## config.mk

```make
export PLATFORM = sky130hd
export DESIGN_NAME = vsc_frontend
export DESIGN_NICKNAME = d
export VERILOG_FILES = /design/src/vsc_pkg.sv /design/src/vsc_frontend.sv /design/src/vsc_sync.sv
export SDC_FILE = /design/constraint.sdc
export NUM_CORES = 2
export LEC_CHECK = 0
export ABC_CLOCK_PERIOD_IN_PS = 4400
export BUFFER_PORTS_ARGS = -buffer_cell sky130_fd_sc_hd__buf_2
export CORE_ASPECT_RATIO = 1.5
export CORE_UTILIZATION = 30
export CTS_BUF_LIST = sky130_fd_sc_hd__clkbuf_8
export CTS_CLUSTER_SIZE = 16
export DETAILED_ROUTE_END_ITERATION = 8
export PLACE_DENSITY = 0.5
export SYNTH_ARGS = -nofsm -noshare
export SYNTH_HDL_FRONTEND = slang
export SYNTH_SLANG_ARGS = --single-unit
```

## constraint.sdc

```tcl
create_clock -name clk -period 4.4 [get_ports clk]
set_input_delay 0.22 -clock clk [delete_from_list [all_inputs] [get_ports clk]]
set_output_delay 0.22 -clock clk [all_outputs]
set_load 0.005 [all_outputs]
```

## src/vsc_pkg.sv

```systemverilog
// Shared constants of the serial command front end.
// Assumes a 100 MHz system clock and a classic Wishbone register port.
package vsc_pkg;
   // System clock period
   localparam int CLK_NS = 10;
   // Time one digit or one key source is driven
   localparam int DIGIT_SLOT_NS = 5000;
   localparam int DIGIT_SLOT_CYC = DIGIT_SLOT_NS / CLK_NS;
   // Command classes in bits b7..b6
   localparam logic [1:0] CMD_MODE = 2'h0;
   localparam logic [1:0] CMD_DATA = 2'h1;
   localparam logic [1:0] CMD_CTRL = 2'h2;
   localparam logic [1:0] CMD_ADDR = 2'h3;
   // Data setting modes in bits b1..b0
   localparam logic [1:0] DM_WR_DISP = 2'h0;
   localparam logic [1:0] DM_WR_LAMP = 2'h1;
   localparam logic [1:0] DM_RD_KEY = 2'h2;
   localparam logic [1:0] DM_RD_SW = 2'h3;
   // Field positions inside command bytes
   localparam int DM_READ_BIT = 1;
   localparam int DM_FIXED_BIT = 2;
   localparam int CTRL_ON_BIT = 3;
   // Serial bit counter end
   localparam logic [2:0] BIT_LAST = 3'h7;
   // Mode code is digits minus eight; segments are twenty minus code
   localparam logic [3:0] MODE_MAX = 4'h8;
   localparam logic [3:0] MODE_RESET = 4'h8;
   localparam logic [4:0] BASE_DIGITS = 5'h08;
   localparam logic [4:0] MAX_SEGS = 5'h14;
   localparam logic [4:0] KEY_SOURCES = 5'h0c;
   localparam int KEY_BYTES = 6;
   localparam int RAM_BYTES = 48;
   // Display RAM limit and reset values
   localparam logic [5:0] RAM_LIMIT = 6'h30;
   localparam logic [5:0] ADDR_RESET = 6'h00;
   localparam logic [2:0] DIM_RESET = 3'h0;
   localparam logic [4:0] LAMP_RESET = 5'h1f;
   // Register byte offsets
   localparam logic [3:0] REG_STATUS = 4'h0;
   localparam logic [3:0] REG_CTRL = 4'h4;
   localparam logic [3:0] REG_KEYLO = 4'h8;
   localparam logic [3:0] REG_KEYHI = 4'hc;
   // Status and control field positions
   localparam int ST_ON_BIT = 4;
   localparam int ST_DIM_LSB = 8;
   localparam int ST_ADDR_LSB = 16;
   localparam int ST_DMODE_LSB = 24;
   localparam int CTRL_BLANK_BIT = 0;
endpackage

```

## src/vsc_frontend.sv

```systemverilog
// Serial command front end of a fluorescent display controller.
// Assumes pins arrive asynchronously and a Wishbone master for status.
`timescale 1ns/1ps
// Overview of operation
// - Sample data on shift clock rise, LSB first
// - Drive read data on falling edge, open drain
// - Strobe high ignores all shift clock edges
// - First byte after strobe falls is command
// - Early strobe rise discards partial byte
// - Mode command has b7,b6 zero; b5,b4 ignored
// - Nine grid and segment configurations
// - Mode change blanks display, stops scanning
// - Stay dark until display-on command
// - Same mode again changes nothing
// - Power-up mode is sixteen digits, twelve segments
// - Display data stored as bytes in RAM
// - Three bytes per digit, nibbles feed segments
// - Segment lines double as key sources
// - Key returns latched at display cycle end
// - Shared lines are segments or grids by mode
// - Address 30h or above discards data
// - Data command has b6 set, b7 clear
// - Power-up display off, narrowest pulse width
module vsc_frontend
   import vsc_pkg::*;
#(
   parameter int SLOT_CYC = DIGIT_SLOT_CYC
) (
   input wire logic clk,
   input wire logic srst,
   input wire logic frameStrobe,
   input wire logic shiftClk,
   input wire logic serialIn,
   output logic serialOut,
   output logic serialOutOe,
   input wire logic [3:0] keyReturnLines,
   input wire logic [3:0] switchInputs,
   output logic [11:0] segmentKeysourceLines,
   output logic [7:0] sharedSegmentGridLines,
   output logic [7:0] gridLines,
   output logic [4:0] lampOutputs,
   input wire logic wb_cyc_i,
   input wire logic wb_stb_i,
   input wire logic wb_we_i,
   input wire logic [3:0] wb_adr_i,
   input wire logic [3:0] wb_sel_i,
   input wire logic [31:0] wb_dat_i,
   output logic [31:0] wb_dat_o,
   output logic wb_ack_o
);
   // Synchronised pins
   logic [10:0] pinSync;
   logic stbS, sclkS, dinS;
   logic [3:0] keyS, swS;
   // Serial receive state
   logic sclkD_reg;
   logic [7:0] rxShift_reg;
   logic [2:0] bitCnt_reg;
   logic firstByte_reg;
   // Serial transmit state
   logic txActive_reg;
   logic [7:0] txShift_reg;
   logic [2:0] txBit_reg;
   logic [2:0] txIdx_reg;
   logic txSw_reg;
   // Settings held from commands
   logic [3:0] mode_reg;
   logic displayOn_reg;
   logic [2:0] dim_reg;
   logic [1:0] dataMode_reg;
   logic fixedAddr_reg;
   logic [5:0] addr_reg;
   // Display memory
   logic [7:0] ram [RAM_BYTES];
   // Scan state
   logic [31:0] slotCnt_reg;
   logic [4:0] pos_reg;
   logic [47:0] keyWork_reg;
   logic [47:0] keyRam_reg;
   // Software control
   logic blank_reg;

   // resync; strobe and clock inverted so reset reads idle high
   vsc_sync #(.WIDTH(11)) uSync (
      .clk(clk),
      .srst(srst),
      .din({switchInputs, keyReturnLines, serialIn, ~shiftClk, ~frameStrobe}),
      .dout(pinSync)
   );
   assign stbS = ~pinSync[0];
   assign sclkS = ~pinSync[1];
   assign dinS = pinSync[2];
   assign keyS = pinSync[6:3];
   assign swS = pinSync[10:7];

   // edges count only with strobe low
   wire riseEv = sclkS & ~sclkD_reg & ~stbS;
   wire fallEv = ~sclkS & sclkD_reg & ~stbS;
   // shift in from the top, LSB first
   wire [7:0] rxByte = {dinS, rxShift_reg[7:1]};
   wire byteDone = riseEv & (bitCnt_reg == BIT_LAST);
   wire isCmd = byteDone & firstByte_reg;
   // Bytes after the command; ignored while transmitting
   wire isData = byteDone & ~firstByte_reg & ~txActive_reg;
   wire [1:0] cmdType = rxByte[7:6];
   wire [3:0] modeCode = rxByte[3:0];
   wire modeWr = isCmd & (cmdType == CMD_MODE);
   // codes above the table are ignored
   wire modeNew = modeWr & (modeCode <= MODE_MAX) & (modeCode != mode_reg);
   wire dataWr = isCmd & (cmdType == CMD_DATA);
   wire ctrlWr = isCmd & (cmdType == CMD_CTRL);
   wire addrWr = isCmd & (cmdType == CMD_ADDR);
   wire readCmd = dataWr & rxByte[DM_READ_BIT];
   // writes only below the RAM limit
   wire addrOk = addr_reg < RAM_LIMIT;
   wire ramWr = isData & (dataMode_reg == DM_WR_DISP) & addrOk;
   wire lampWr = isData & (dataMode_reg == DM_WR_LAMP);
   // Transmit byte sources
   wire [7:0] swByte = {4'h0, swS};
   wire [7:0] keyNext = keyRam_reg[txIdx_reg*8 +: 8];
   wire [7:0] firstTx = rxByte[0] ? swByte : keyRam_reg[7:0];
   wire [2:0] idxWrap = (txIdx_reg == 3'(KEY_BYTES - 1)) ? 3'h0
                        : txIdx_reg + 3'h1;

   // Edge history of the shift clock
   always_ff @(posedge clk)
   begin
      if (srst)
         sclkD_reg <= 1'b1;
      else
         sclkD_reg <= sclkS;
   end

   // Receive shifter and byte framing
   always_ff @(posedge clk)
   begin
      if (srst)
      begin
         rxShift_reg <= 8'h00;
         bitCnt_reg <= 3'h0;
         firstByte_reg <= 1'b1;
      end
      else if (stbS)
      begin
         bitCnt_reg <= 3'h0;
         firstByte_reg <= 1'b1;
      end
      // first full byte is the command
      else if (riseEv)
      begin
         rxShift_reg <= rxByte;
         bitCnt_reg <= bitCnt_reg + 3'h1;
         if (byteDone)
            firstByte_reg <= 1'b0;
      end
   end

   always_ff @(posedge clk)
   begin
      if (srst)
      begin
         mode_reg <= MODE_RESET;
         displayOn_reg <= 1'b0;
         dim_reg <= DIM_RESET;
         dataMode_reg <= DM_WR_DISP;
         fixedAddr_reg <= 1'b0;
      end
      else
      begin
         if (modeNew)
         begin
            mode_reg <= modeCode;
            displayOn_reg <= 1'b0;
         end
         else if (ctrlWr)
         begin
            displayOn_reg <= rxByte[CTRL_ON_BIT];
            dim_reg <= rxByte[2:0];
         end
         if (dataWr)
         begin
            dataMode_reg <= rxByte[1:0];
            fixedAddr_reg <= rxByte[DM_FIXED_BIT];
         end
      end
   end

   // address pointer and display RAM write
   always_ff @(posedge clk)
   begin
      if (srst)
         addr_reg <= ADDR_RESET;
      else if (addrWr)
         addr_reg <= rxByte[5:0];
      else if (ramWr && !fixedAddr_reg)
         addr_reg <= addr_reg + 6'h01;
   end

   always_ff @(posedge clk)
   begin
      if (srst)
      begin
         for (int i = 0; i < RAM_BYTES; i++)
            ram[i] <= 8'h00;
      end
      else if (ramWr)
         ram[addr_reg] <= rxByte;
   end

   // Lamp port, low turns a lamp on
   always_ff @(posedge clk)
   begin
      if (srst)
         lampOutputs <= LAMP_RESET;
      else if (lampWr)
         lampOutputs <= rxByte[4:0];
   end

   // read data changes on falling edges
   always_ff @(posedge clk)
   begin
      if (srst || stbS)
      begin
         txActive_reg <= 1'b0;
         serialOutOe <= 1'b0;
         txShift_reg <= 8'h00;
         txBit_reg <= 3'h0;
         txIdx_reg <= 3'h0;
         txSw_reg <= 1'b0;
      end
      else if (readCmd)
      begin
         txActive_reg <= 1'b1;
         txShift_reg <= firstTx;
         txBit_reg <= 3'h0;
         txIdx_reg <= 3'h1;
         txSw_reg <= rxByte[0];
      end
      else if (fallEv && txActive_reg)
      begin
         // Open drain pulls low for a zero
         serialOutOe <= ~txShift_reg[0];
         txBit_reg <= txBit_reg + 3'h1;
         if (txBit_reg == BIT_LAST)
         begin
            // Key bytes follow in order, then wrap
            txShift_reg <= txSw_reg ? swByte : keyNext;
            txIdx_reg <= idxWrap;
         end
         else
            txShift_reg <= {1'b0, txShift_reg[7:1]};
      end
   end
   // Open drain only ever pulls low
   assign serialOut = 1'b0;

   // Scan geometry of the current mode
   wire [4:0] digits = BASE_DIGITS + {1'b0, mode_reg};
   wire [4:0] segCnt = MAX_SEGS - {1'b0, mode_reg};
   wire [4:0] lastPos = digits + KEY_SOURCES - 5'h01;
   wire inDisp = pos_reg < digits;
   wire [4:0] ksIdx = pos_reg - digits;
   wire slotEnd = slotCnt_reg == 32'(SLOT_CYC - 1);
   wire cycleEnd = slotEnd & (pos_reg == lastPos);
   wire scanOn = displayOn_reg;
   // three bytes per digit, nibble order
   wire [5:0] digBase = inDisp ? 6'(pos_reg * 5'h03) : 6'h00;
   wire [23:0] segBits = {ram[digBase + 6'h02], ram[digBase + 6'h01],
                          ram[digBase]};
   wire [15:0] gridHot = inDisp ? (16'h0001 << pos_reg) : 16'h0000;
   // key phase drives one source at a time
   wire [11:0] keySrc = inDisp ? 12'h000 : (12'h001 << ksIdx);
   wire [11:0] segNext = inDisp ? segBits[11:0] : keySrc;
   wire showOn = scanOn & ~blank_reg;
   logic [7:0] sharedNext;

   // shared line is segment or grid
   for (genvar j = 0; j < 8; j++)
   begin : gShared
      assign sharedNext[j] = (5'(j) < segCnt - KEY_SOURCES) ?
                             segBits[12 + j] : gridHot[15 - j];
   end

   // Slot timer and scan position
   always_ff @(posedge clk)
   begin
      if (srst || !scanOn)
      begin
         slotCnt_reg <= 32'h0000_0000;
         pos_reg <= 5'h00;
      end
      else if (slotEnd)
      begin
         slotCnt_reg <= 32'h0000_0000;
         pos_reg <= (pos_reg == lastPos) ? 5'h00 : pos_reg + 5'h01;
      end
      else
         slotCnt_reg <= slotCnt_reg + 32'h0000_0001;
   end

   // Registered driver outputs
   always_ff @(posedge clk)
   begin
      if (srst || !showOn)
      begin
         segmentKeysourceLines <= 12'h000;
         sharedSegmentGridLines <= 8'h00;
         gridLines <= 8'h00;
      end
      else
      begin
         segmentKeysourceLines <= segNext;
         sharedSegmentGridLines <= inDisp ? sharedNext : 8'h00;
         gridLines <= gridHot[7:0];
      end
   end

   // gather keys, publish at cycle end
   always_ff @(posedge clk)
   begin
      if (srst)
      begin
         keyWork_reg <= 48'h0000_0000_0000;
         keyRam_reg <= 48'h0000_0000_0000;
      end
      else if (scanOn && slotEnd)
      begin
         if (!inDisp)
            keyWork_reg[6'(ksIdx * 5'h04) +: 4] <= keyS;
         if (cycleEnd)
            keyRam_reg <= {keyS, keyWork_reg[43:0]};
      end
   end

   // Wishbone decode and answer in one cycle
   wire wbReq = wb_cyc_i & wb_stb_i;
   wire wbWrite = wbReq & wb_we_i & wb_ack_o;
   wire [31:0] statusWord = {4'h0, 2'(dataMode_reg), fixedAddr_reg,
                             1'b0, 2'h0, addr_reg, 5'h00, dim_reg,
                             3'h0, displayOn_reg, mode_reg};
   wire [31:0] rdMux = (wb_adr_i == REG_STATUS) ? statusWord :
                       (wb_adr_i == REG_CTRL) ? {31'h0, blank_reg} :
                       (wb_adr_i == REG_KEYLO) ? keyRam_reg[31:0] :
                       (wb_adr_i == REG_KEYHI) ? {16'h0000,
                                                  keyRam_reg[47:32]} :
                       32'h0000_0000;

   // Ack, read data and the control register
   always_ff @(posedge clk)
   begin
      if (srst)
      begin
         wb_ack_o <= 1'b0;
         wb_dat_o <= 32'h0000_0000;
         blank_reg <= 1'b0;
      end
      else
      begin
         wb_ack_o <= wbReq & ~wb_ack_o;
         wb_dat_o <= rdMux;
         if (wbWrite && wb_adr_i == REG_CTRL && wb_sel_i[0])
            blank_reg <= wb_dat_i[CTRL_BLANK_BIT];
      end
   end

   rx_lsb_a: assert property (@(posedge clk) disable iff (srst)
      riseEv |=> rxShift_reg[7] == $past(dinS))
      else $error("received bit not taken from data pin");
   tx_fall_a: assert property (@(posedge clk) disable iff (srst)
      fallEv && txActive_reg && !readCmd
      |=> serialOutOe == !$past(txShift_reg[0]))
      else $error("read bit not driven on falling edge");
   strobe_idle_a: assert property (@(posedge clk) disable iff (srst)
      stbS |=> bitCnt_reg == 3'h0 && !serialOutOe && !txActive_reg)
      else $error("activity while strobe high");
   cmd_first_a: assert property (@(posedge clk) disable iff (srst)
      isCmd && !stbS |=> !firstByte_reg)
      else $error("command byte not consumed");
   abort_frame_a: assert property (@(posedge clk) disable iff (srst)
      $rose(stbS) |=> firstByte_reg ##1 firstByte_reg)
      else $error("partial frame survived strobe rise");
   mode_off_a: assert property (@(posedge clk) disable iff (srst)
      modeNew |=> !displayOn_reg && mode_reg == $past(modeCode))
      else $error("mode change did not blank display");
   dark_hold_a: assert property (@(posedge clk) disable iff (srst)
      !displayOn_reg ##1 !displayOn_reg |-> gridLines == 8'h00)
      else $error("grids lit while display off");
   same_mode_a: assert property (@(posedge clk) disable iff (srst)
      modeWr && modeCode == mode_reg && !ctrlWr
      |=> displayOn_reg == $past(displayOn_reg))
      else $error("repeated mode disturbed display");
   reset_mode_a: assert property (@(posedge clk) disable iff (srst)
      $past(srst) |-> mode_reg == MODE_RESET && !displayOn_reg)
      else $error("wrong power-up mode");
   bad_addr_a: assert property (@(posedge clk) disable iff (srst)
      isData && !addrOk |=> addr_reg == $past(addr_reg))
      else $error("invalid address advanced");
   key_latch_a: assert property (@(posedge clk) disable iff (srst)
      $changed(keyRam_reg) |-> $past(cycleEnd))
      else $error("keys latched outside cycle end");
   data_cmd_a: assert property (@(posedge clk) disable iff (srst)
      dataWr |=> dataMode_reg == $past(rxByte[1:0]))
      else $error("data setting not stored");
endmodule

```

## src/vsc_sync.sv

```systemverilog
// Two flip-flop synchroniser for a group of pin inputs.
// Assumes each bit is an independent level from outside the clock domain.
`timescale 1ns/1ps
module vsc_sync #(
   parameter int WIDTH = 1
) (
   input wire logic clk,
   input wire logic srst,
   input wire logic [WIDTH-1:0] din,
   output logic [WIDTH-1:0] dout
);
   // First stage, read only by the second
   logic [WIDTH-1:0] meta_reg;

   // Two stages of resampling
   always_ff @(posedge clk)
   begin
      if (srst)
      begin
         meta_reg <= '0;
         dout <= '0;
      end
      else
      begin
         meta_reg <= din;
         dout <= meta_reg;
      end
   end
endmodule
```

==> summary.txt <==
status - finished, final reports clean
Synth async-reset ratio - 0
CTS tree - done
global-route wire length before repair - 261000 um
CTS root buffer - clkbuf_8
Final Critical Period - 4.23 ns
final net count - 4568
proportion of layout cells with a drive suffix above 1 - 0.156
Synth area leader - edfxtp_1
drt wl/cell - 29.4 um
unrepaired setup endpoints after global routing - false
CP endpoint kind - flop
crit start category - flop
TritonCTS buffer count - 130
Die X - 304 um
synthesized flop and latch total - 776
Pins Over Slew Limit - 0
Worst slew margin - 0.314
WP data required - 5.22 ns
Placed Area - 0.0452 mm^2
# port buffers - 88
setup violators final - 0
commonest cells in the netlist - nand2_1 (559), edfxtp_1 (512), and2_1 (376)
clk buf depth - 3
Cell variety after synth - 94
CTS sink count - 776
Layout Cells excl Fill - 6340
DRC - 0
Largest register FFs - 512
Final Cycle Share - 0.962
yosys warns - 0
Worst-path clk slew - 0.06 ns
largest net degree at the start of global routing - 129
via density per instance - 5.69
Clock Skew - 0.0642 ns
worst slew pin tran - 1.02 ns
Syn Area/Cell - 9.81 um^2
starting density of the core - 0.303
Final ANT Viol Nets - 0
most used flip-flop cell after synthesis - edfxtp_1
Arr. time, crit path - 5.05 ns
Seq/Total Area, Yosys - 0.503
starting DRC count in detailed routing - 3841
design area - 0.0481 mm^2
largest cells by area after synthesis - edfxtp_1 (37%), dfxtp_1 (13%), and2_1 (5.7%)
die height - 455 um
vias in the first global route - 35100
io pins - 124
Synth Cell Area - 0.0411 mm^2
number of synthesized flops with an enable pin - 512
Core Box Area - 0.135 mm^2
full die area - 0.138 mm^2
Final GP Congestion - 1.04
final hold viol count - 0
Max Cap Viol - 0
Synth top area share - 0.374
grt ovf - 0
f_max - 236 MHz
HP Class - in2reg
top-count cell post-synth - nand2_1
area grow syn2layout - 17.0%
vias - 36100
critical path type - reg2reg
Total GRT Usage - 0.263
post-synthesis cell count - 4189
hpwl dp - 129000 um
Routed WL - 186000 um
first-pass detailed-route iteration total - 8
CTS H-tree lvls - 4
clk_lat worst skew - 0.90 ns
VDD IR max - 207 uV
initial antenna violation count - 4
placed cells - 6072
crit-path max FO - 12
leak pwr - 18.0 nW
num rows - 165
Cell Pwr Density - 319 mW/mm^2
==> critical path: stages, from the launching register on <==
cell      delay, ns
dfxtp_1        0.38
ha_1           0.19
inv_1          0.06
fa_4           0.82
nand3b_1       0.14
nor2_1         0.06
xnor3_1        0.37
nand2_1        0.41
buf_4          0.39
a211oi_1       0.75
a21oi_1        0.13
nor2_1         0.13
buf_4          0.16
o21ai_0        0.08
nand3_1        0.08
==> metrics by stage <==
step	utilization	power, mW	setup slack, ns	hold WS [ns]	setup TNS, ns
2_1_floorplan	-	8.56	0.0527	0.287	0
6_report	0.355	15.3	0.168	0.0861	0
4_1_cts	0.355	15.5	0.0613	0.0199	0
3_5_place_dp	0.333	8.86	-0.374	0.378	-0.612
5_1_grt	0.355	15.8	0.0568	0.0858	0
3_3_place_gp	0.333	8.86	-0.281	0.381	-0.327
==> logic make-up after synthesis <==
| logic type | after synthesis | synth area share |
|---|---|---|
| compound gates | 956 | 0.155 |
| xor+xnor | 47 | 0.0107 |
| fa+ha+maj | 30 | 0.00950 |
| buf+inv | 382 | 0.0401 |
| flops | 776 | 0.503 |
| mux | 253 | 0.0686 |
| other cells | 1 | 0.0000913 |
| simple gates | 1744 | 0.213 |
==> report_power, final <==
| group | leakage [nW] | switching [mW] | internal (mW) |
|---|---|---|---|
| clock | 1.43 | 3.22 | 3.38 |
| combinational | 9.47 | 0.348 | 0.195 |
| sequential | 7.10 | 0.213 | 7.99 |
| total | 18.0 | 3.79 | 11.6 |
==> worst paths after layout <==
kind | from | to | slack (ns) | depth (start not counted)
worst max register to register | pos_reg[1] | sharedSegmentGridLines[0] | 0.17 | 14
worst max-delay path | pos_reg[1] | sharedSegmentGridLines[0] | 0.17 | 14
worst min-delay path | switchInputs[1] | uSync.meta_reg[8] | 0.09 | 3
worst min register to register | uSync.meta_reg[10] | uSync.dout[10] | 0.43 | 1
==> cell usage in the layout, fill, tap and decap left out, drive strengths merged, types with 19 or more instances in the layout <==
| cell type | instances |
|---|---|
| and3 | 77 |
| clkinv | 44 |
| edfxtp | 512 |
| conb | 129 |
| a211oi | 66 |
| mux2i | 196 |
| a221oi | 52 |
| o221ai | 21 |
| buf | 359 |
| nor2 | 238 |
| o22ai | 43 |
| xor2 | 28 |
| nor4 | 23 |
| nand2 | 560 |
| nor2b | 31 |
| inv | 61 |
| nand4 | 37 |
| mux2 | 38 |
| o211ai | 25 |
| a22oi | 85 |
| a21oi | 312 |
| or2 | 59 |
| nand3 | 169 |
| clkbuf | 144 |
| a31oi | 54 |
| and2 | 376 |
| ha | 28 |
| mux4 | 19 |
| o21ai | 113 |
| dlygate4sd3 | 27 |
| nor3 | 104 |
| o2111ai | 21 |
| dfxtp | 264 |
==> what timing repair did <==
action	4_1_cts	5_1_grt
endpoints found under the setup margin	5	4
setup buffers	4	0
gates resized for setup	4	7
hold buffers	27	0
pin swaps	1	0
hold endpoints to repair	72	0
==> area by class of cell <==
cell class	instances	area, um^2
diodes	8	20.0
multi-input cells	3159	19400
clock buffers	144	1980
well taps	1753	2190
fillers	13800	87300
clock inverters	85	562
inverters	29	113
flip-flops and latches	776	20700
repair buffers	386	3110
==> per-layer routing <==
metal | global-route usage | vias up | part of all wire
met4 | 0.209 | 0 | 0.088
met5 | 0 | - | 0
met2 | 0.446 | 1811 | 0.48
li1 | - | 15900 | -
met1 | 0.291 | 17800 | 0.37
met3 | 0.0499 | 567 | 0.068
Power figures use the tool's default switching activity.
